File: src/common/irq_route_pkg.sv
// Shared types and constants for the interrupt and output pin routing block
package irq_route_pkg;

    localparam int NUM_CFG = 4;
    localparam int NUM_PINS = 4;

    // Flag byte layout for one configuration pair (low reg A/B, high reg C/D)
    localparam int FLAG_WU_POS = 0;
    localparam int FLAG_FS_POS = 2;
    localparam int FLAG_MID_POS = 4;
    localparam int FLAG_EOM_POS = 6;
    localparam logic [3:0] PAIR_LOW_BITS = 4'h3;
    localparam logic [3:0] PAIR_HIGH_BITS = 4'hC;

    // Bits of the pin polarity configuration
    localparam int IRQ_POL_POS = 4;

    // Reset values
    localparam logic [7:0] RUN_CFG_RESET = 8'hFF;
    localparam logic [7:0] MASK_NONE = 8'h00;

    typedef enum logic [2:0] {
        MODE_PACKET_TRANSPARENT,
        MODE_PACKET_FIFO,
        MODE_CHIP_DATA_STROBE,
        MODE_MATCHED_FILTER,
        MODE_RAW_SLICER
    } rx_mode_t;

    typedef enum logic [3:0] {
        SRC_CLK_OUT,
        SRC_RX_RUN,
        SRC_IRQ,
        SRC_LOW,
        SRC_HIGH,
        SRC_SLICED_DATA,
        SRC_MATCHED_FILTER,
        SRC_CHIP_DATA,
        SRC_CHIP_STROBE,
        SRC_RX_DATA,
        SRC_RX_STROBE
    } pin_src_t;

    // One bit per configuration A..D in each field
    typedef struct packed {
        logic [3:0] end_of_message;
        logic [3:0] message_id;
        logic [3:0] frame_sync;
        logic [3:0] wakeup;
    } cfg_events_t;

    typedef struct packed {
        logic clk_out;
        logic sliced_data;
        logic matched_filter_data;
        logic encoded_chip_data;
        logic chip_strobe;
        logic rx_data;
        logic received_payload_strobe;
    } rx_sigs_t;

    typedef struct packed {
        cfg_events_t flags;
        logic por_flag;
        logic fresh;
        logic forced;
        logic irq;
        logic [7:0] snap;
        logic rd_sel;
        logic rd_open;
        logic [3:0] pin;
        logic [3:0] pin_oe;
    } core_state_t;

endpackage

File: src/verilog/event_qualifier.sv
// Receive-mode gating of the raw interrupt events
`timescale 1ns/1ps
module event_qualifier import irq_route_pkg::*; (
    input cfg_events_t events_i,
    input rx_mode_t [3:0] rx_mode_i,
    input wire logic [3:0] ext_proc_i,
    output cfg_events_t events_o
);

    logic [3:0] packet_ok;

    always_comb begin
        for (int c = 0; c < NUM_CFG; c++) begin
            packet_ok[c] = (rx_mode_i[c] == MODE_PACKET_TRANSPARENT ||
                            rx_mode_i[c] == MODE_PACKET_FIFO) &&
                           !ext_proc_i[c];
        end
        events_o.wakeup = events_i.wakeup;
        events_o.frame_sync = events_i.frame_sync & packet_ok;
        events_o.message_id = events_i.message_id & packet_ok;
        events_o.end_of_message = events_i.end_of_message & packet_ok;
    end

endmodule // event_qualifier

File: src/verilog/irq_pin_router.sv
// Interrupt flags, interrupt line and output pin routing of the receiver
//
// Functional notes
// - Unmasked pending events drive the interrupt line
// - Firing source sets its own status bit
// - Interrupt polarity selectable, fixed during reset phase
// - Reset sets all flags, interrupt low
// - First event after reset clears flags, asserts
// - Wake-up clears frame-syncs and partner wake-up
// - Frame-sync clears message-ID, end-of-message, partner sync
// - Reading a status register clears it
// - Power-on indicator ignores the mask registers
// - Wake-up events pass in every mode
// - Packet events only in packet modes
// - Status byte latched after last address bit
// - Status cleared after last data bit out
// - Events of the register being read inside its read window are lost
// - Unmasked events still reach the interrupt line
// - Power-on low puts outputs high impedance
// - Each pin selects one of eleven sources
// - Fourth pin cannot carry the clock output
// - Per-pin output inversion
// - Running indication enabled for all configurations at reset (enables all ones)
// - Per-pin, per-configuration running indication enables
// - External processing suppresses packet events
`timescale 1ns/1ps
module irq_pin_router import irq_route_pkg::*; (
    input wire logic clk_i,
    input wire logic rst_b_i,
    input wire logic p_on_i,
    input wire logic reset_phase_i,
    input cfg_events_t events_i,
    input wire logic por_ind_i,
    input rx_mode_t [3:0] rx_mode_i,
    input wire logic [3:0] ext_proc_i,
    input wire logic [7:0] irq_mask_reg_low_i,
    input wire logic [7:0] irq_mask_reg_high_i,
    input wire logic [4:0] pin_polarity_config_i,
    input pin_src_t [3:0] pin_sel_i,
    input wire logic [7:0] running_flag_cfg_low_i,
    input wire logic [7:0] running_flag_cfg_high_i,
    input wire logic rx_active_i,
    input wire logic [1:0] active_cfg_i,
    input rx_sigs_t sigs_i,
    input wire logic rd_latch_i,
    input wire logic rd_sel_i,
    input wire logic rd_last_bit_i,
    output logic [7:0] rd_data_o,
    output logic [7:0] irq_flag_reg_low_o,
    output logic [7:0] irq_flag_reg_high_o,
    output logic por_flag_o,
    output logic [3:0] out_pin_any_o,
    output logic [3:0] out_pin_oe_o
);

    // Packs the flags of one configuration pair into a status byte
    function automatic logic [7:0] get_pair(input cfg_events_t f,
                                            input logic k);
        int i;
        i = k ? 2 : 0;
        return {f.end_of_message[i+1], f.end_of_message[i],
                f.message_id[i+1], f.message_id[i],
                f.frame_sync[i+1], f.frame_sync[i],
                f.wakeup[i+1], f.wakeup[i]};
    endfunction

    // All flag positions that belong to one status register
    function automatic cfg_events_t pair_mask(input logic k);
        logic [3:0] b;
        b = k ? PAIR_HIGH_BITS : PAIR_LOW_BITS;
        return '{end_of_message: b, message_id: b,
                 frame_sync: b, wakeup: b};
    endfunction

    localparam core_state_t CORE_RESET = '{
        flags: '1,
        por_flag: 1'b1,
        fresh: 1'b1,
        forced: 1'b0,
        irq: 1'b0,
        snap: 8'h00,
        rd_sel: 1'b0,
        rd_open: 1'b0,
        pin: 4'h0,
        pin_oe: 4'h0
    };

    core_state_t state_reg;
    core_state_t state_next;
    cfg_events_t q_events;
    cfg_events_t clr;
    logic any_event;
    logic irq_line;
    logic [15:0] run_cfg;
    logic [3:0] run_bit;
    logic [3:0] mux_level;
    logic [7:0] pend_low;
    logic [7:0] pend_high;

    event_qualifier u_qual (
        .events_i(events_i),
        .rx_mode_i(rx_mode_i),
        .ext_proc_i(ext_proc_i),
        .events_o(q_events)
    );

    assign any_event = (|q_events) | por_ind_i;

    // The reset-phase level is state_reg.irq uninverted, so the polarity
    // bit has no effect while the supply is still settling.
    assign irq_line = reset_phase_i ? state_reg.irq :
        (pin_polarity_config_i[IRQ_POL_POS] ? state_reg.irq
                                            : !state_reg.irq);

    // Bits 4*pin+cfg; both registers reset to all ones
    assign run_cfg = {running_flag_cfg_high_i, running_flag_cfg_low_i};

    genvar p;
    generate
        for (p = 0; p < NUM_PINS; p++) begin : g_pin
            assign run_bit[p] = rx_active_i &
                run_cfg[4*p + int'(active_cfg_i)];

            out_pin_mux #(
                .CLK_ALLOWED(p != NUM_PINS - 1)
            ) u_mux (
                .sel_i(pin_sel_i[p]),
                .invert_i(pin_polarity_config_i[p]),
                .sigs_i(sigs_i),
                .run_i(run_bit[p]),
                .irq_i(irq_line),
                .level_o(mux_level[p])
            );
        end
    endgenerate

    always_comb begin
        state_next = state_reg;
        for (int c = 0; c < NUM_CFG; c++) begin
            clr.wakeup[c] = q_events.wakeup[c ^ 1];
            clr.frame_sync[c] = (|q_events.wakeup) |
                                q_events.frame_sync[c ^ 1];
            clr.message_id[c] = |q_events.frame_sync;
            clr.end_of_message[c] = |q_events.frame_sync;
        end

        if (state_reg.fresh) begin
            // Flags read all ones until the first event wipes them
            if (any_event) begin
                state_next.flags = q_events;
                state_next.por_flag = por_ind_i;
                state_next.fresh = 1'b0;
                state_next.forced = 1'b1;
            end
        end else begin
            // A set in the same cycle as a cross-clear wins
            state_next.flags = cfg_events_t'(
                (state_reg.flags & ~clr) | q_events);
            state_next.por_flag = state_reg.por_flag | por_ind_i;
        end

        if (rd_latch_i) begin
            state_next.snap = get_pair(state_reg.flags, rd_sel_i);
            state_next.rd_sel = rd_sel_i;
            state_next.rd_open = 1'b1;
        end

        // The clear beats events of the same cycle, so anything raised in the read register
        // since the latch is gone; the line pulsed only for those raised before the clear cycle.
        if (rd_last_bit_i && state_reg.rd_open) begin
            state_next.flags = cfg_events_t'(state_next.flags &
                ~pair_mask(state_reg.rd_sel));
            if (state_reg.rd_sel) begin
                state_next.por_flag = 1'b0;
            end
            state_next.forced = 1'b0;
            state_next.rd_open = 1'b0;
        end

        pend_low = get_pair(state_next.flags, 1'b0) & ~irq_mask_reg_low_i;
        pend_high = get_pair(state_next.flags, 1'b1) & ~irq_mask_reg_high_i;
        state_next.irq = !state_next.fresh &
            (state_next.forced | (|pend_low) |
             (|pend_high) | state_next.por_flag);

        state_next.pin = p_on_i ? mux_level : 4'h0;
        state_next.pin_oe = {NUM_PINS{p_on_i}};
    end

    always_ff @(posedge clk_i or negedge rst_b_i) begin
        if (!rst_b_i) begin
            state_reg <= CORE_RESET;
        end else begin
            state_reg <= state_next;
        end
    end

    assign rd_data_o = state_reg.snap;
    assign irq_flag_reg_low_o = get_pair(state_reg.flags, 1'b0);
    assign irq_flag_reg_high_o = get_pair(state_reg.flags, 1'b1);
    assign por_flag_o = state_reg.por_flag;
    assign out_pin_any_o = state_reg.pin;
    assign out_pin_oe_o = state_reg.pin_oe;
endmodule // irq_pin_router

File: src/verilog/out_pin_mux.sv
// Source selection and inversion for one digital output pin
`timescale 1ns/1ps
module out_pin_mux import irq_route_pkg::*; #(
    parameter bit CLK_ALLOWED = 1'b1
) (
    input pin_src_t sel_i,
    input wire logic invert_i,
    input rx_sigs_t sigs_i,
    input wire logic run_i,
    input wire logic irq_i,
    output logic level_o
);

    logic raw;

    always_comb begin
        raw = 1'b0;
        unique case (sel_i)
            SRC_CLK_OUT: raw = CLK_ALLOWED ? sigs_i.clk_out : 1'b0;
            SRC_RX_RUN: raw = run_i;
            SRC_IRQ: raw = irq_i;
            SRC_LOW: raw = 1'b0;
            SRC_HIGH: raw = 1'b1;
            SRC_SLICED_DATA: raw = sigs_i.sliced_data;
            SRC_MATCHED_FILTER: raw = sigs_i.matched_filter_data;
            SRC_CHIP_DATA: raw = sigs_i.encoded_chip_data;
            SRC_CHIP_STROBE: raw = sigs_i.chip_strobe;
            SRC_RX_DATA: raw = sigs_i.rx_data;
            SRC_RX_STROBE: raw = sigs_i.received_payload_strobe;
            // Unused select codes give a low level before the pin inversion
            default: raw = 1'b0;
        endcase
        level_o = raw ^ invert_i;
    end

endmodule // out_pin_mux
File: config.mk
export PLATFORM = sky130hd
export DESIGN_NAME = irq_pin_router
export DESIGN_NICKNAME = d
export VERILOG_FILES = /design/src/common/irq_route_pkg.sv /design/src/verilog/event_qualifier.sv /design/src/verilog/irq_pin_router.sv /design/src/verilog/out_pin_mux.sv
export SDC_FILE = /design/constraint.sdc
export NUM_CORES = 1
export LEC_CHECK = 0
export BUFFER_PORTS_ARGS = -buffer_cell sky130_fd_sc_hd__buf_2
export CORE_ASPECT_RATIO = 0.75
export CORE_MARGIN = 4
export CORE_UTILIZATION = 30
export CTS_BUF_LIST = sky130_fd_sc_hd__clkbuf_16
export DETAILED_ROUTE_END_ITERATION = 8
export HOLD_SLACK_MARGIN = 0.08
export PLACE_DENSITY_LB_ADDON = 0.3
export SLEW_MARGIN = 30
export SYNTH_ARGS = -nofsm -noshare
export SYNTH_HDL_FRONTEND = slang
export SYNTH_HIERARCHICAL = 1
export SYNTH_SLANG_ARGS = --single-unit
File: constraint.sdc
create_clock -name clk_i -period 2.1 [get_ports clk_i]
set_input_delay 0.315 -clock clk_i [delete_from_list [all_inputs] [get_ports clk_i]]
set_output_delay 0.315 -clock clk_i [all_outputs]
set_load 0.03 [all_outputs]
==> flow_summary_export.csv <==
group,metric,value,unit
floorplanning,fp.dieH,89.6,um
floorplanning,initial_core_util,0.311,
grt,grt_usage,0.170,
floorplanning,fp-row-count,29,
pwr,power-per-cell-area,557,nW/um^2
clocking,cts_max_level,2,
sta,min_period,2.13,ns
synthesis,synth_nets,397,
synthesis,seq_area_frac_synth,0.337,
drt,drt_iter0_drc,108,
drt,drtPass1Iterations,4,
placement,placed_cell_area,3570,um^2
placement,dp.cells,538,
drt,drcViolationCount,0,
sta,rsz0062_at_grt,"yes",
sta,timing.final.ws_setup,-0.0304,ns
sta,finalSetupViolCount,1,
pwr,p_leak,1.90,nW
drt,vias,2798,
synthesis,postSynthCellCount,294,
drt,totalWireLength,9.35,mm
floorplanning,core-area,8560,um^2
synthesis,yosys_warnings,6,
clocking,cts_root_buf,"clkbuf_16",
sta,fin_crit_sh,1.01,
run_status,failed_checks,"negative setup slack",
placement,io_buffers,131,
clocking,clock-sinks,35,
sta,drv_slew,0,
sta,finClkSkew,0.00517,ns
finish,layout-drive-gt1-share,0.567,
worst_setup_path,ff2ff_path_depth,8,
floorplanning,dieArea,10500,um^2
synthesis,yosys.cell_types.count,51,
clocking,insertion_delay,0.27,ns
synthesis,synthDominantCellAreaShare,0.177,
synthesis,synth_top_cell_by_area,"dfstp_2",
finish,syn_to_final_growth,50.2,%
worst_setup_path,critPathLaunchType,"primary input",
finish,nets,543,
drt,ant_nets,0,
finish,n_antenna_cell,0,
pwr,worst_ir_drop_vdd,0.336,mV
run,cap_violations,0,
clocking,numCtsBuffers,5,
worst_setup_path,reg2reg_to,"state_reg[18]$_DFF_PN0_",
sta,fmax,469,MHz
hold_path,hp-class,"in2async",
worst_setup_path,worstSetupEndpointType,"flop",
synthesis,avgSynthCellArea,9.06,um^2
clocking,clkTransAtPathRegs,0.05,ns
sta,timing.slew.headroom,0.483,
synthesis,async_flop_share,1.00,
worst_setup_path,reg2reg_setup_slack,0.10,ns
worst_setup_path,critPathMaxFanout,5,
sta,finalHoldViolCount,0,
grt,grt_pass1_vias,2782,
sta,worstMarginPinSlew,0.775,ns
run_status,status,"finished with violations",
synthesis,ys_ff_latch,35,
synthesis,synth_edf_count,0,
synthesis,synth_area_leaders,"dfstp_2 18%, dfrtp_1 16%, buf_4 10%",
clocking,cts_hold_buf,0,
synthesis,synth_most_common_cell,"buf_4",
worst_setup_path,reg2reg_from,"state_reg[20]$_DFF_PN1_",
grt,overflow,0,
grt,grt_antenna_before_repair,0,
finish,fillers,827,
worst_setup_path,crit_type,"in2reg",
pwr,power,2.23,mW
clocking,cts_tree,"built",
drt,vias_per_cell,5.10,
worst_setup_path,cp.arrival,2.27,ns
grt,grt_pass1_wl,13.8,mm
finish,stdcell_area,4000,um^2
grt,grt_max_degree,36,
floorplanning,die_x,117,um
synthesis,synth-main-ff-cell,"dfstp_2",
floorplanning,io_pins,136,
placement,gp_congestion,0.925,
synthesis,synth_area,2670,um^2
placement,place_hpwl,7.47,mm
synthesis,ys_top_cells_by_count,"36 x buf_4, 34 x nor2_1, 28 x a21oi_1",
finish,stdcell_count,549,
drt,post_drt_wl_per_cell,17.0,um
clocking,clockBufferDepth,2,
worst_setup_path,worstPathRequired,2.24,ns
==> routing by layer <==
metal / wire length [um] / track usage
met5: 0 / 0
met4: 90 / 0.0323
met3: 512 / 0.0328
met1: 4160 / 0.241
met2: 4580 / 0.274
==> where the power goes <==
| group | internal (mW) | switching, mW | leakage (nW) |
|---|---|---|---|
| logic | 0.327 | 0.406 | 1.44 |
| registers | 0.761 | 0.0536 | 0.392 |
| clock network | 0.428 | 0.253 | 0.0724 |
| total | 1.52 | 0.713 | 1.90 |
==> layout make-up <==
class,instances,area (um^2),share of cell area
clock buffer,5,125,0.0313
clock inverter,3,12.5,0.00313
timing repair buffer,183,1110,0.277
multi-input combinational,196,1650,0.413
tap,108,135,0.0338
inverter,19,71.3,0.0178
sequential,35,898,0.224
==> critical path, stage by stage <==
cell and delay, ns:
buf_2 0.09, nor4b_4 0.13, or4_4 0.59, buf_6 0.15, or3_4 0.36, a21oi_2 0.16
a21oi_2 0.06, nor4_2 0.29, a31oi_1 0.12
==> timing repair <==
item / in CTS / in global routing
resized for setup: 26 / 28
pin swaps: 13 / 7
setup endpoints to repair: 2 / 1
endpoints found under the hold margin: 0 / 0
buffers inserted: 7 / 1
==> logic make-up after synthesis <==
| group | Yosys count | share of synthesized area |
|---|---|---|
| and+or+nand+nor | 101 | 0.223 |
| DFF | 35 | 0.337 |
| buffers and inverters | 63 | 0.139 |
| AOI/OAI and AO/OA | 65 | 0.157 |
| muxes | 25 | 0.127 |
| xor gates and xnor gates | 5 | 0.0164 |
==> through the flow <==
step / setup WS (ns) / utilization / hold WS, ns / TNS (ns)
after floorplan: -0.0262 / - / 0.0194 / -0.0262
after global placement: -0.343 / 0.417 / 0.426 / -0.921
after detailed placement: -0.466 / 0.417 / 0.436 / -1.15
after CTS: -0.0868 / 0.453 / 0.147 / -0.0868
after global routing: -0.0873 / 0.468 / 0.184 / -0.0873
final: -0.0304 / 0.468 / 0.121 / -0.0304
==> worst max-delay path by stage <==
stage | start | cells past startpoint | endpoint
2_1_floorplan | events_i[14] | 8 | state_reg[18]$_DFF_PN0_
3_3_place_gp | ext_proc_i[0] | 12 | state_reg[18]$_DFF_PN0_
3_5_place_dp | rx_mode_i[8] | 11 | state_reg[18]$_DFF_PN0_
4_1_cts | events_i[14] | 10 | state_reg[18]$_DFF_PN0_
5_1_grt | rx_mode_i[8] | 11 | state_reg[18]$_DFF_PN0_
6_report | events_i[4] | 9 | state_reg[18]$_DFF_PN0_
==> layout by cell type, fill, tap and decap left out, types with 8 or more instances in the layout <==
cell and n:
nor4b_4 9, nor2_1 34, buf_6 10, o21ai_0 8, a21oi_1 25, nor3_1 9
buf_4 51, inv_1 19, mux2i_1 17, dfrtp_1 17, and2_1 8, dfstp_2 18
buf_2 121
No activity file was read; power rests on OpenSTA's default activity.
